===== config.mk =====
export PLATFORM = sky130hd
export DESIGN_NAME = dij_exec
export DESIGN_NICKNAME = d
export VERILOG_FILES = /design/src/dij_pkg.sv /design/src/dij_phase_gen.sv /design/src/dij_exec.sv
export VERILOG_INCLUDE_DIRS = /design/src
export SDC_FILE = /design/constraint.sdc
export NUM_CORES = 1
export LEC_CHECK = 0
export CORE_ASPECT_RATIO = 0.75
export CORE_UTILIZATION = 46
export DETAILED_ROUTE_END_ITERATION = 10
export DONT_BUFFER_PORTS = 1
export GPL_TIMING_DRIVEN = 0
export MAX_ROUTING_LAYER = met4
export REMOVE_ABC_BUFFERS = 1
export SETUP_SLACK_MARGIN = 0.05
export SLEW_MARGIN = 20
export SYNTH_ARGS = -nofsm -noshare
export SYNTH_HDL_FRONTEND = slang
export SYNTH_HIERARCHICAL = 1
export SYNTH_SLANG_ARGS = --single-unit
export TNS_END_PERCENT = 50

===== constraint.sdc =====
create_clock -name ref_clk_i -period 2.06 [get_ports ref_clk_i]
set_input_delay 0.412 -clock ref_clk_i [delete_from_list [all_inputs] [get_ports ref_clk_i]]
set_output_delay 0.412 -clock ref_clk_i [all_outputs]
set_load 0.03 [all_outputs]

===== src/dij_consts.svh =====
// Constants for the decrement, increment and jump execution block.
`ifndef DIJ_CONSTS_SVH
`define DIJ_CONSTS_SVH
`define DIJ_OPC_DEC_REG   6'h03
`define DIJ_OPC_DEC_SKIP  6'h0B
`define DIJ_OPC_INC_REG   6'h0A
`define DIJ_JMP_CLASS     3'h5
`define DIJ_OPC_MSB       13
`define DIJ_OPC_LSB       8
`define DIJ_DEST_BIT      7
`define DIJ_ADDR_MSB      6
`define DIJ_JMP_MSB       13
`define DIJ_JMP_LSB       11
`define DIJ_LIT_MSB       10
`define DIJ_LATCH_MSB     4
`define DIJ_LATCH_LSB     3
`define DIJ_PC_RESET      13'h0000
`define DIJ_W_RESET       8'h00
`define DIJ_PHASES        4
`endif


===== src/dij_pkg.sv =====
// Types shared by the decrement, increment and jump execution block.
package dij_pkg;
  typedef logic [13:0] dij_instr_t;
  typedef logic [12:0] dij_pc_t;
  typedef logic [7:0]  dij_data_t;
  typedef logic [6:0]  dij_addr_t;
  typedef logic [1:0]  dij_phase_t;
  typedef enum logic [2:0] {DIJ_OP_NONE, DIJ_OP_DEC, DIJ_OP_DSZ, DIJ_OP_INC,
                            DIJ_OP_JMP} dij_op_e;
endpackage


===== src/dij_phase_gen.sv =====
// Four-phase instruction cycle generator.
`timescale 1ns/1ps
`include "dij_consts.svh"
module dij_phase_gen
  import dij_pkg::*;
(
  input  wire logic         ref_clk_i,
  input  wire logic         rst_i,
  output dij_pkg::dij_phase_t phase_o,
  output logic              last_o
);
  dij_phase_t phase_reg;
  dij_phase_t phase_next;

  always_comb begin
    phase_next = phase_reg + 2'h1;
  end

  always_ff @(posedge ref_clk_i) begin
    if (rst_i) begin
      phase_reg <= 2'h0;
    end else begin
      phase_reg <= phase_next;
    end
  end

  assign phase_o = phase_reg;
  assign last_o  = (phase_reg == 2'(`DIJ_PHASES - 1));
endmodule // dij_phase_gen


===== src/dij_exec.sv =====
// Execution core for decrement, decrement-skip, increment and jump instructions.
// Overview of operation
// - Decrement register computes file value minus one.
// - Destination bit selects working or file register.
// - Decrement register updates zero flag.
// - Four phases: decode, read, process, write.
// - Zero skip result adds one no-operation cycle.
// - Decrement-skip stores result, flags left unchanged.
// - Jump loads literal into counter bits ten-zero.
// - Jump copies latch bits four-three, no flags.
`timescale 1ns/1ps
`include "dij_consts.svh"
module dij_exec
  import dij_pkg::*;
(
  input  wire logic              ref_clk_i,
  input  wire logic              rst_i,
  input  dij_pkg::dij_instr_t    instr_i,
  input  dij_pkg::dij_data_t     file_rdata_i,
  input  wire logic [4:0]        counter_high_latch_i,
  output dij_pkg::dij_pc_t       program_counter_o,
  output dij_pkg::dij_addr_t     file_addr_o,
  output dij_pkg::dij_data_t     file_wdata_o,
  output logic                   file_we_o,
  output dij_pkg::dij_data_t     work_reg_o,
  output logic                   zero_flag_o,
  output logic [1:0]             phase_o,
  output logic                   nop_cycle_o
);
  import dij_pkg::*;

  // ----------------------------------------------------------------
  // Phase generation
  // ----------------------------------------------------------------
  dij_phase_t phase;
  logic       last;

  dij_phase_gen u_phase (
    .ref_clk_i (ref_clk_i),
    .rst_i     (rst_i),
    .phase_o   (phase),
    .last_o    (last)
  );

  // ----------------------------------------------------------------
  // Execution state
  // ----------------------------------------------------------------
  dij_op_e    op_reg,     op_next;
  dij_instr_t ir_reg,     ir_next;
  dij_data_t  opnd_reg,   opnd_next;
  dij_data_t  res_reg,    res_next;
  dij_pc_t    pc_reg,     pc_next;
  dij_data_t  w_reg,      w_next;
  logic       z_reg,      z_next;
  logic       nop_reg,    nop_next;
  logic       we_reg,     we_next;
  dij_data_t  wd_reg,     wd_next;
  dij_addr_t  addr_reg,   addr_next;
  logic       hold_reg,   hold_next;
  logic [1:0] ph_reg;
  dij_op_e    dec_op;

  always_comb begin
    dec_op = DIJ_OP_NONE;
    if (instr_i[`DIJ_JMP_MSB:`DIJ_JMP_LSB] == `DIJ_JMP_CLASS) begin
      dec_op = DIJ_OP_JMP;
    end else begin
      case (instr_i[`DIJ_OPC_MSB:`DIJ_OPC_LSB])
        `DIJ_OPC_DEC_REG:  dec_op = DIJ_OP_DEC;
        `DIJ_OPC_DEC_SKIP: dec_op = DIJ_OP_DSZ;
        `DIJ_OPC_INC_REG:  dec_op = DIJ_OP_INC;
        default:           dec_op = DIJ_OP_NONE;
      endcase
    end
  end

  always_comb begin
    op_next   = op_reg;
    ir_next   = ir_reg;
    opnd_next = opnd_reg;
    res_next  = res_reg;
    pc_next   = pc_reg;
    w_next    = w_reg;
    z_next    = z_reg;
    nop_next  = nop_reg;
    we_next   = 1'b0;
    wd_next   = wd_reg;
    addr_next = addr_reg;
    hold_next = hold_reg;
    case (phase)
      2'h0: begin
        // Decode; a pending no-operation cycle discards the fetched word.
        ir_next   = instr_i;
        op_next   = nop_reg ? DIJ_OP_NONE : dec_op;
        addr_next = instr_i[`DIJ_ADDR_MSB:0];
      end
      2'h1: begin
        opnd_next = file_rdata_i;
      end
      2'h2: begin
        case (op_reg)
          DIJ_OP_DEC, DIJ_OP_DSZ: res_next = opnd_reg - 8'h01;
          DIJ_OP_INC:             res_next = opnd_reg + 8'h01;
          default:                res_next = res_reg;
        endcase
      end
      default: begin
        nop_next  = 1'b0;
        hold_next = 1'b0;
        // The jump target is already loaded, so its refetch cycle must not count past it.
        if (hold_reg) begin
          pc_next = pc_reg;
        end else begin
          pc_next = pc_reg + 13'h0001;
        end
        case (op_reg)
          DIJ_OP_DEC, DIJ_OP_INC, DIJ_OP_DSZ: begin
            if (ir_reg[`DIJ_DEST_BIT]) begin
              we_next = 1'b1;
              wd_next = res_reg;
            end else begin
              w_next = res_reg;
            end
            if (op_reg != DIJ_OP_DSZ) begin
              z_next = (res_reg == 8'h00);
            end
            if (op_reg == DIJ_OP_DSZ) begin
              nop_next = (res_reg == 8'h00);
            end
          end
          DIJ_OP_JMP: begin
            pc_next  = {counter_high_latch_i[`DIJ_LATCH_MSB:`DIJ_LATCH_LSB],
                        ir_reg[`DIJ_LIT_MSB:0]};
            nop_next = 1'b1;
            hold_next = 1'b1;
          end
          default: begin
          end
        endcase
      end
    endcase
  end

  always_ff @(posedge ref_clk_i) begin
    if (rst_i) begin
      op_reg   <= DIJ_OP_NONE;
      ir_reg   <= 14'h0000;
      opnd_reg <= 8'h00;
      res_reg  <= 8'h00;
      pc_reg   <= `DIJ_PC_RESET;
      w_reg    <= `DIJ_W_RESET;
      z_reg    <= 1'b0;
      nop_reg  <= 1'b0;
      we_reg   <= 1'b0;
      wd_reg   <= 8'h00;
      addr_reg <= 7'h00;
      hold_reg <= 1'b0;
      ph_reg   <= 2'h0;
    end else begin
      op_reg   <= op_next;
      ir_reg   <= ir_next;
      opnd_reg <= opnd_next;
      res_reg  <= res_next;
      pc_reg   <= pc_next;
      w_reg    <= w_next;
      z_reg    <= z_next;
      nop_reg  <= nop_next;
      we_reg   <= we_next;
      wd_reg   <= wd_next;
      addr_reg <= addr_next;
      hold_reg <= hold_next;
      ph_reg   <= phase;
    end
  end

  assign program_counter_o = pc_reg;
  assign file_addr_o       = addr_reg;
  assign file_wdata_o      = wd_reg;
  assign file_we_o         = we_reg;
  assign work_reg_o        = w_reg;
  assign zero_flag_o       = z_reg;
  assign phase_o           = ph_reg;
  assign nop_cycle_o       = nop_reg;

  // ----------------------------------------------------------------
  // Checks
  // ----------------------------------------------------------------
  AST_DEC_ZERO: assert property (@(posedge ref_clk_i) disable iff (rst_i)
    (phase == 2'h3 && op_reg == DIJ_OP_DEC) |=> (z_reg == ($past(res_reg) == 8'h00)))
    else $error("Zero flag wrong after decrement.");
  AST_DSZ_FLAGS: assert property (@(posedge ref_clk_i) disable iff (rst_i)
    (phase == 2'h3 && op_reg == DIJ_OP_DSZ) |=> $stable(z_reg))
    else $error("Decrement-skip changed the zero flag.");
  AST_DEST_FILE: assert property (@(posedge ref_clk_i) disable iff (rst_i)
    (phase == 2'h3 && op_reg != DIJ_OP_NONE && op_reg != DIJ_OP_JMP && ir_reg[7])
    |=> (file_we_o && file_wdata_o == $past(res_reg)))
    else $error("File write missing for destination one.");
  AST_DEST_W: assert property (@(posedge ref_clk_i) disable iff (rst_i)
    (phase == 2'h3 && op_reg != DIJ_OP_NONE && op_reg != DIJ_OP_JMP && !ir_reg[7])
    |=> (!file_we_o && work_reg_o == $past(res_reg)))
    else $error("Working register not written.");
  AST_DEC_VAL: assert property (@(posedge ref_clk_i) disable iff (rst_i)
    (phase == 2'h2 && op_reg == DIJ_OP_DEC) |=> (res_reg == $past(opnd_reg) - 8'h01))
    else $error("Decrement result wrong.");
  AST_INC_VAL: assert property (@(posedge ref_clk_i) disable iff (rst_i)
    (phase == 2'h2 && op_reg == DIJ_OP_INC) |=> (res_reg == $past(opnd_reg) + 8'h01))
    else $error("Increment result wrong.");
  AST_JMP_PC: assert property (@(posedge ref_clk_i) disable iff (rst_i)
    (phase == 2'h3 && op_reg == DIJ_OP_JMP) |=> (program_counter_o ==
      {$past(counter_high_latch_i[4:3]), $past(ir_reg[10:0])}))
    else $error("Jump target wrong.");
  AST_JMP_NOP: assert property (@(posedge ref_clk_i) disable iff (rst_i)
    (phase == 2'h3 && op_reg == DIJ_OP_JMP) |=> ##1 (op_reg == DIJ_OP_NONE) [*4])
    else $error("Jump did not insert a no-operation cycle.");
  AST_SKIP: assert property (@(posedge ref_clk_i) disable iff (rst_i)
    (phase == 2'h3 && op_reg == DIJ_OP_DSZ && res_reg == 8'h00) |=> ##1 (op_reg == DIJ_OP_NONE))
    else $error("Zero result did not skip.");
  AST_PHASE: assert property (@(posedge ref_clk_i) disable iff (rst_i)
    (phase == 2'h0) |=> (phase == 2'h1) ##1 (phase == 2'h2) ##1 (phase == 2'h3))
    else $error("Phase order broken.");
  AST_JMP_HOLD: assert property (@(posedge ref_clk_i) disable iff (rst_i)
    (phase == 2'h3 && op_reg == DIJ_OP_JMP) |=> ##4 $stable(program_counter_o))
    else $error("Counter moved past the jump target.");
  AST_LAST_PHASE: assert property (@(posedge ref_clk_i) disable iff (rst_i)
    last |=> (phase == 2'h0))
    else $error("Phase did not wrap after the last phase.");
endmodule // dij_exec


## Word level (Yosys, flattened, before mapping)

Cells that the tools add are included.

- Add/sub/neg operators: 4
- Multiply operators: 0
- Divide/modulo/power cells: 0
- Magnitude comparators: 0
- Equality and inequality tests: 12
- Shift operators: 0
- Multiplexer cells: 10
- Bitwise operators: 3
- Reductions and logical operators: 12

Operator list:

| kind | count |
|---|---|
| $mux 13 | 2 |
| $pmux 8 s2 | 1 |
| $add 13x1->13 const B | 1 |
| $eq 6x4->1 const B | 2 |
| $reduce_and 3->1 | 3 |
| $add 8x1->8 const B | 1 |
| $logic_not 8->1 | 1 |
| $sub 8x1->8 const B | 1 |
| $eq 3x2->1 const B | 2 |
| $eq 3x3->1 const B | 2 |
| $eq 6x2->1 const B | 1 |
| $mux 3 | 2 |
| $pmux 2 s3 | 1 |
| $reduce_or 3->1 | 2 |
| $reduce_or 5->1 | 1 |
| $reduce_and 2->1 | 2 |
| $eq 3x1->1 const B | 1 |
| $mux 1 | 3 |
| $ne 3x2->1 const B | 1 |
| $not 1->1 | 3 |
| $add 2x1->2 const B | 1 |
| $eq 2x1->1 const B | 1 |
| $eq 2x2->1 const B | 1 |
| $logic_not 2->1 | 1 |
| 4 further kinds | 4 |

- Register bits: 74
- Bits in latches: 0
- RAM bits: 0
- ROM bits: 0
- Bits of input ports: 29
- Output and inout port bits: 41
- Word-level logic and storage cells: 55
- Memories kept: 0

## Longest topological paths before layout

Gate-level depths: netlist (run 1).

- Depth after elaboration: 4
- Gate-level depth with buffers: 6
- Depth with buffers taken out: 6

## By module

Netlist (run 1), hierarchy kept.

By module, submodules not included:

| module | times used | cells an instance | area each (µm²) | seq. area each (µm²) |
|---|---|---|---|---|
| dij_exec | 1 | 358 | 3186.8 | 1301.2 |
| dij_phase_gen | 1 | 5 | 62.6 | 40.0 |

## Worst setup path before layout (run 1)

No wires, ideal clock.

- Path type: reg2reg
- From: reg op_reg[0]
- To: reg res_reg[6]
- Library setup time: 132 ps
- Arrival time: 2079 ps
- Data required time: 1928 ps
- Path slack: -151 ps
- Stages on the path, launching flop included: 7
- Path buffers: 0
- Period minus slack after synthesis: 2211 ps
- Path through: dfxtp_1 -> nand3b_1 -> fa_1 -> a21o_1 -> a211oi_1 -> nor4b_1 -> or3b_2

- Word-level cells in the longest chain between the ends: 4
- Elaborated cells between the ends (all ways): 7
- Classes of those cells: eq/ne (3); mux (1); reduce/logical (3)

RTL lines:

| element | RTL line | RTL |
|---|---|---|
| start, declared | dij_exec.sv:48 | `dij_op_e op_reg, op_next;` |
| start signal, assigned | dij_exec.sv:160 | `op_reg <= op_next;` |
| $eq 3x2->1 / $eq 3x1->1 (equally long branches) | dij_exec.sv:101 | `case (op_reg)` |
| $reduce_or 2->1 | dij_exec.sv:101 |  |
| $reduce_bool 2->1 (no source line) | -- |  |
| $reduce_and 2->1 (no source line) | -- |  |
| end signal, assigned | dij_exec.sv:163 | `res_reg <= res_next;` |
| end, declared | dij_exec.sv:51 | `dij_data_t res_reg, res_next;` |

Parallel ways exist; a longest one is shown, timed or not.
A chain may end at the register's enable or synchronous reset.

## Worst setup path in the final report (run 1)

- From: reg op_reg[2]
- To: reg res_reg[7]

Same word-level chain as after synthesis.

==> metrics list, run 1 <==
- Horizontal die dimension: between 90 and 100 um
- Headroom to the max-slew limit came out at between 40% and 50%.
- Logic gate share of total power: about 10%
* Area contributors post-synth: sky130_fd_sc_hd__dfxtp_1 (41%), sky130_fd_sc_hd__mux2i_1 (10%), sky130_fd_sc_hd__nor2_1 (5.7%)
- Total global routing overflow: 0
- The clock network is responsible for 38.9% of the overall power.
* Root buffer cell: sky130_fd_sc_hd__clkbuf_8
* Global-route wire length before repair: between 10000 and 15000 um
- Global routing usage summed across all routing layers: 21.8%
- The Yosys step of the flow raised 6 warnings.
* Sequential area share after synthesis: roughly two fifths
- Fillers: around 640
* Detailed-route wire length per cell: around 17 um
- Final worst-path cycle share: ~100%
* Die Area: around 7400 sq um
- In the synthesized netlist, the cells that appear most often are sky130_fd_sc_hd__dfxtp_1 (67), sky130_fd_sc_hd__nor2_1 (49), sky130_fd_sc_hd__mux2i_1 (34).
- Share of layout cells above drive strength 1: between 15 and 20%
- Synthesis instantiated 59 different standard cells from the library.
- In this run, synthesis produced a sequential element count of 67.
* IR Drop Worst-Case VDD: 0.405 mV
- TritonCTS built the clock tree.
- The clock net in this run drives a total of 67 sinks.
* Area occupied by multi-input gates: roughly 1900 sq um
- The core region is 6830 sq um.
- Fmax achieved: 486 MHz
* Async set-or-reset flop fraction in the synthesized netlist: 0%
- First-pass DRT Iterations: 8
- Average footprint of a synthesized cell: approximately 9 sq um
- Post-Route WL: roughly 7500 um
- Between clock sinks in the finished design, the worst skew comes to ~14 ps.
* Post-DP HPWL: 5060 um
- The min-delay analysis places its worst path in the category input pin to register.
- The count of buffers added on input and output ports is 0.
- Max clock buf depth: 2
- The cell area that synthesis handed to floorplanning was ~3200 sq um.
- RD Place Congestion: 0.822
- In this run the remaining antenna-violating nets after routing total 0.
- Internal power comes to ~0.0020 W.
- Clock latency on the worst-skew pair, taken at its later pin, is approximately 350 ps.
- Total number of vias: around 2600
* Critical path data required time: between 2000 and 2500 ps
- Across the run, the number of max-cap violations was 0.
- The smallest clock period supported by the final layout is computed as between 2000 and 2500 ps.
- Of the total power, the share spent switching nets is around 27%.
* Category of the worst setup path launch point: register
- Data arrival time of the critical path: about 2300 ps
- At the pin with the least slew margin, the transition time is roughly 810 ps.
- In this run, synthesis inferred 0 flip-flops with an integrated enable.
- The area growth from synthesis to layout is 11.7%.
- In this run the count of I/O pins placed on the die edge is 70.
- sky130_fd_sc_hd__dfxtp_1 is the most common cell in the netlist.
- P per Cell Area: around 770 nW/um^2
- Cells fill between 50% and 60% of the core in the end.
* Number of global-route vias before repair: between 2000 and 2500
* Number of setup violations in the final report: 0
* Max-slew violation count: 0
- Clock transition time at the flip-flop clock pins of the worst setup and hold paths: 80 ps
* Pin count of the biggest net entering global routing: slightly above 70
- The design draws 0.00279 W.
* Status: finished, violations left
- For this configuration, the core starts out at a cell density of about 48%.
- Post-synth top area share: around 41%
- The number of endpoints with negative hold slack in the final report is 0.
* Placement row count: 26
- DRC violation count after routing: 1
- Leakage power of the design: ~1.4 nW
- Dividing the detail-routed via count by the number of cells gives between 5 and 6.
- Post-synth top flop: sky130_fd_sc_hd__dfxtp_1
- TritonCTS created 9 clock buffers.
* Worst setup EP type: register
* Y dimension of the die: approximately 75 um
- Registers take around 1400 sq um.
- The final reports fail on design-rule violations.
- # diodes: 0
* Gate Count Post-Synth: around 360
* CP Max Fanout: 7
- The largest total area in the synthesized netlist belongs to sky130_fd_sc_hd__dfxtp_1.
- The worst path meets setup with between 0.4 and 0.5 ps of slack.
* Fraction of power consumed by sequential logic: about half
- Switching pwr: 0.000758 W
- The register with the most flip-flops in the layout has 13 of them.
- Antenna violations before repair: 0
* Worst setup path class: register to register
- Setup repair after global routing could not meet its margin everywhere.
- Number of nets in the final layout: 403
- DRC violation total after the first TritonRoute iteration: 161
- The H-tree generated during clock tree synthesis spans 3 levels.
- Setup Slack @ Placement: -494 ps
-- placed cells by master (no fill, tap or decap), types with 2 or more instances in the layout --
cell type and instances:
sky130_fd_sc_hd__buf_4 11, sky130_fd_sc_hd__or3_1 3, sky130_fd_sc_hd__a21o_1 2, sky130_fd_sc_hd__a21oi_2 3, sky130_fd_sc_hd__xor2_1 3, sky130_fd_sc_hd__mux2i_1 34, sky130_fd_sc_hd__nor4b_1 3, sky130_fd_sc_hd__clkinv_4 3
sky130_fd_sc_hd__dfxtp_2 7, sky130_fd_sc_hd__o211ai_1 3, sky130_fd_sc_hd__inv_1 4, sky130_fd_sc_hd__and2_1 2, sky130_fd_sc_hd__or3b_4 2, sky130_fd_sc_hd__o21a_1 4, sky130_fd_sc_hd__o21bai_1 2, sky130_fd_sc_hd__nor3_1 10
sky130_fd_sc_hd__a211oi_2 2, sky130_fd_sc_hd__nor2b_1 2, sky130_fd_sc_hd__nand3b_1 3, sky130_fd_sc_hd__ha_1 8, sky130_fd_sc_hd__nand2b_1 8, sky130_fd_sc_hd__dfxtp_1 57, sky130_fd_sc_hd__ha_4 3, sky130_fd_sc_hd__clkbuf_8 9
sky130_fd_sc_hd__clkinv_2 3, sky130_fd_sc_hd__nand3_1 13, sky130_fd_sc_hd__nand2_1 24, sky130_fd_sc_hd__nor4_1 7, sky130_fd_sc_hd__o21ai_0 7, sky130_fd_sc_hd__nand4_1 8, sky130_fd_sc_hd__dfxtp_4 3, sky130_fd_sc_hd__a21oi_1 17
sky130_fd_sc_hd__and3_1 3, sky130_fd_sc_hd__a211o_1 3, sky130_fd_sc_hd__a31oi_1 3, sky130_fd_sc_hd__a211oi_1 3, sky130_fd_sc_hd__or4_1 4, sky130_fd_sc_hd__nor2_1 49
-- path summary, 6_finish.rpt --
kind / start / endpoint / slack (ps) / depth (start not counted)
setup / recovery: op_reg[2]$_SDFFE_PP0P_ / res_reg[7]$_SDFFE_PP0P_ / 0.4 / 8
hold / removal: rst_i / file_wdata_o[6]$_SDFFE_PP0P_ / 130 / 1
setup reg to reg: op_reg[2]$_SDFFE_PP0P_ / res_reg[7]$_SDFFE_PP0P_ / 0.4 / 8
hold reg to reg: res_reg[3]$_SDFFE_PP0P_ / res_reg[3]$_SDFFE_PP0P_ / 490 / 2
-- stage by stage --
stage          hold slack [ps]  TNS (ps)  area [sq um]  cells
6_report                   134         0          3630    450
5_1_grt                   94.7      -140          3630    450
4_1_cts                    109     -17.6          3540    444
3_5_place_dp               469     -7330          3250    424
3_3_place_gp               450    -16370          3230    422
2_1_floorplan              433     -1500          3130    338
-- critical path, stage by stage, from the launching register on --
cell and delay [ps]:
sky130_fd_sc_hd__dfxtp_4 360, sky130_fd_sc_hd__nand3b_1 170, sky130_fd_sc_hd__buf_6 150, sky130_fd_sc_hd__buf_4 140, sky130_fd_sc_hd__ha_4 280, sky130_fd_sc_hd__o21ai_2 70
sky130_fd_sc_hd__o21a_1 220, sky130_fd_sc_hd__o2111a_1 260, sky130_fd_sc_hd__a311o_1 310
-- cell families (layout without fill, tap and decap cells) --
| logic type | Yosys count | in the layout | synth area share [%] |
|---|---|---|---|
| simple gates | 151 | 151 | 24.2 |
| compound gates | 63 | 63 | 13.2 |
| flops | 67 | 67 | 41.3 |
| buf+inv | 31 | 34 | 4.50 |
| fa+ha+maj | 13 | 13 | 5.24 |
| xor+xnor | 4 | 4 | 1.08 |
| mux | 34 | 34 | 10.5 |
-- metal layers --
metal	up-vias	track usage, %	routed length [um]
met3	4	7.34	430
met1	1199	30.9	3960
li1	1303	-	-
met2	71	29.4	3090
met4	0	5.39	42
met5	-	-	0
-- power by group through the flow --
stage          Clock (W)  Combinational (W)  Sequential, W
2_1_floorplan          0           0.000193        0.00144
3_3_place_gp           0           0.000231        0.00146
3_5_place_dp           0           0.000236        0.00146
4_1_cts          0.00112           0.000253        0.00143
5_1_grt          0.00118           0.000306        0.00144
6_report         0.00109           0.000274        0.00143
-- final cells by class --
| cell class | count | area share, % |
|---|---|---|
| Inverter | 6 | 0.655 |
| Clock buffer | 10 | 3.51 |
| Tap cell | 84 | 2.89 |
| Timing Repair Buffer | 12 | 2.58 |
| Clock inverter | 6 | 1.83 |
| Multi-Input combinational cell | 265 | 51.0 |
| Sequential cell | 67 | 37.5 |
-- timing repair --
| action | CTS | global route |
|---|---|---|
| resized for setup | 20 | 13 |
| hold buffers | 0 | 0 |
| setup endpoints to repair | 32 | 8 |
| setup buffers | 4 | 6 |
| pin swaps | 5 | 8 |
No activity file was read; power rests on OpenSTA's default activity.
==> inputs of run 2 (changes only) <==
--- a/config.mk
+++ b/config.mk
@@ -6,6 +6,7 @@
 export SDC_FILE = /design/constraint.sdc
 export NUM_CORES = 1
 export LEC_CHECK = 0
+export ABC_AREA = 1
 export CORE_ASPECT_RATIO = 0.75
 export CORE_UTILIZATION = 46
 export DETAILED_ROUTE_END_ITERATION = 10
==> metrics list, run 2 <==
- The initial antenna violation count is 0.
- Counting every sink on the clock net gives between 60 and 70.
* Setup slack of the critical path after layout: 225 ps
- No sink is reached through more buffers than the 2 on the longest clock path.
- At the worst endpoint, the arrival time is around 2100 ps.
* Number of global-route vias before repair: 2454
- In the post-synthesis netlist, the cell with the most instances is sky130_fd_sc_hd__nand2_1.
- Gate Count Post-Synth: around 450
* Global routing usage summed across all routing layers: between 20% and 30%
* Critical Path Start: op_reg[2]$_SDFFE_PP0P_
- The commonest cells after synthesis are sky130_fd_sc_hd__nand2_1 (76), sky130_fd_sc_hd__dfxtp_1 (67), sky130_fd_sc_hd__nor2_1 (63).
- The library cell used most frequently in the layout, excluding fill and tap cells, is sky130_fd_sc_hd__nand2_1.
- Worst setup path class: register to register
- The count of nets left with antenna violations once routing finished came out at 0.
* Max-slew violation count: 0
- After synthesis, the share of cell area in mux cells is 0%.
* Worst slack on hold paths: approximately 110 ps
* Launch point of the worst reg-to-reg path: op_reg[2]$_SDFFE_PP0P_
- Share of synthesized cell area in and, or, nand and nor gates: around a quarter
* Placement row count: 26
- Area contributors post-synth: sky130_fd_sc_hd__dfxtp_1 (41%), sky130_fd_sc_hd__nand2_1 (8.8%), sky130_fd_sc_hd__a21oi_1 (7.6%)
* Setup Slack @ Placement: -1.70 ps
* Number of nets in the final layout: 489
- Final worst-path cycle share: a little under 90%
* Post-synth top flop: sky130_fd_sc_hd__dfxtp_1
- Between clock sinks in the finished design, the worst skew comes to 13.7 ps.
* Sequential area share after synthesis: approximately 41%
- Leaving out fill and tap cells, the most frequent cells in the layout are sky130_fd_sc_hd__nand2_1 (76), sky130_fd_sc_hd__dfxtp_1 (67), sky130_fd_sc_hd__nor2_1 (62), sky130_fd_sc_hd__a21oi_1 (49), sky130_fd_sc_hd__o21ai_0 (47).
- Horizontal die dimension: a little under 100 um
- Of the total synthesized cell area, the portion taken by full adders, half adders and majority gates is under 10%.
- Worst setup EP type: register
- The register with the most flip-flops in the layout has 13 of them.
* Slew HR: about a third
* Core region area: between 6000 and 7000 sq um
* XOR/XNOR Fraction of Synth Area: less than 1%
- For this configuration, the core starts out at a cell density of 47.7%.
* TritonCTS clock tree: built
* Post-synth top area share: between 40% and 50%
* Number of H-tree levels: 3
* Number of maximum-capacitance violations: 0
- Compound-cell area share of the yosys netlist: between 10% and 20%
* Die Area: around 7400 sq um
- The number of endpoints with negative hold slack in the final report came to 0.
- Count of buffers from port buffering: 0
- Critical path data required time: roughly 2300 ps
- For the pin with the worst max-slew slack, the measured transition is 1000 ps.
- Yosys printed 6 warnings.
- In the routed layout, each cell is associated on average with a via count of roughly 5.1.
* Combinational family with the most area after synthesis: simple AND/OR/NAND/NOR gates
* Total global routing overflow: 0
- Entering global routing, the biggest net connects 44 pins.
- Static timing analysis puts the maximum clock frequency at approximately 540 MHz.
* Setup TNS Final: 0 ps
- In this run the mean area of a mapped cell was around 7.2 sq um.
* Final Critical Period: 1840 ps
- In this run, synthesis produced a sequential element count of 67.
* DRC violation count after routing: 0
- Clock transition time at the flip-flop clock pins of the worst setup and hold paths: around 80 ps
- Global-route wire length before repair: 12000 um
* Number of enable flip-flop cells after synthesis: 0
- Category of the worst setup path launch point: register
- Post-Route WL: 7240 um
- Top cell type by total area after synthesis: sky130_fd_sc_hd__dfxtp_1
- Setup violations remaining at the end of the flow were counted as 0.
- Post-layout utilization of the core: a little over 50%
- The repair_antennas step left the layout with diodes totalling 0.
- Summed over all cells, the static leakage comes to about 1.5 nW.
* Clock latency on the worst-skew pair: 360 ps
* Hold Startpoint: rst_i
* CTS Buf Count: 9
- Before antenna repair, the detailed router went through 4 iterations.
- Summing over every cut layer, the via total after detailed routing is 2750.
- From bottom edge to top edge, the die measures approximately 75 um.
- The area growth from synthesis to layout is 8.92%.
- Unique masters post-synth: 34
- In the final routed layout, each cell accounts on average for roughly 14 um.
* Cts hold-fix bufs: 0
* Share of layout cells above drive strength 1: 8.41%
- VDD sags by at most 0.560 mV.
- Root buffer cell: sky130_fd_sc_hd__clkbuf_8
- Total Power: 0.00310 W
* Count of pins on the block boundary: 70
- Min-Delay Path Class: input pin to register
* RD Place Congestion: just under 0.8
- Dividing total power by cell area gives a power density of 878 nW/um^2.
- RSZ-0062 raised after global routing: true
- Status: finished clean
* Post-synthesis cell area: about 3200 sq um
- In this run, the number of DRC markers left after iteration 0 of detailed routing was around 140.
- Post-DP HPWL: between 5000 and 6000 um
* CP Max Fanout: 8
* Fillers: approximately 700
- Counting flops with an async set or reset pin after synthesis yields a share of 0%.
## run 2: cell count changes in the layout (fill, tap and decap cells not counted), sizes merged, moves of 5 or more
cell	before	now
a211oi	5	0
a21oi	20	50
buf	12	4
inv	4	50
mux2i	34	0
nand2	24	79
nand2b	8	1
nand3	14	28
nor2	49	66
nor3	11	4
nor4	7	1
o21ai	8	49
or4	5	0
## run 2: cell families after synthesis
group           Yosys count
compound gates          104
xor+xnor                  3
fa+ha+maj                13
buf+inv                  73
flops                    67
simple gates            193
## run 2: per-layer routing
metal  GRT usage (%)  part of all wire (%)  vias up
met4            6.47                  0.97        0
met5               -                     0        -
met1            30.0                    55     1198
met3            9.01                   7.7        8
li1                -                     -     1471
met2            28.9                    36       73
## run 2: through the flow
stage / cells / cell area, sq um
finish: 536 / 3530
detailed placement: 516 / 3220
global placement: 516 / 3220
CTS: 532 / 3480
floorplan: 432 / 3120
global route: 536 / 3530
## run 2: where the power goes
| group | switching [W] | internal (W) | leakage [nW] |
|---|---|---|---|
| clock network | 0.000550 | 0.000814 | 0.124 |
| logic | 0.000186 | 0.000115 | 0.801 |
| registers | 0.0000881 | 0.00135 | 0.545 |
## run 2: final cells by class
class                           count  area [sq um]  area share [%]
Clock inverter                      7           125            3.54
Tap cell                           84           105            2.98
Clock buffer                        9           124            3.51
Inverter                           52           204            5.78
Timing Repair Buffer                4          30.0           0.851
Sequential cell                    67          1340            38.0
Multi-Input combinational cell    313          1600            45.3
## run 2: path summary, 6_finish.rpt
path | to | cells after the start | slack (ps)
setup / recovery | res_reg[5]$_SDFFE_PP0P_ | 11 | 220
hold / removal | program_counter_o[8]$_SDFFE_PP0P_ | 1 | 110
setup reg to reg | res_reg[5]$_SDFFE_PP0P_ | 11 | 220
hold reg to reg | hold_reg$_SDFFE_PP0P_ | 2 | 470
## run 2: timing repair
action | 4_1_cts | 5_1_grt
endpoints found under the setup margin | 3 | 10
endpoints found under the hold margin | 0 | 0
gates resized for setup | 1 | 6
pin swaps | 0 | 0
buffers inserted | 0 | 4
## run 2: critical path, stage by stage (launching register included)
cell	delay, ps
sky130_fd_sc_hd__dfxtp_1	420
sky130_fd_sc_hd__inv_1	120
sky130_fd_sc_hd__nand3_4	130
sky130_fd_sc_hd__ha_2	330
sky130_fd_sc_hd__a21oi_1	200
sky130_fd_sc_hd__nand2_1	120
sky130_fd_sc_hd__nand3_1	100
sky130_fd_sc_hd__nand2_1	50
sky130_fd_sc_hd__nand2_1	50
sky130_fd_sc_hd__nand3_1	90
sky130_fd_sc_hd__nand2_1	100
sky130_fd_sc_hd__inv_1	30
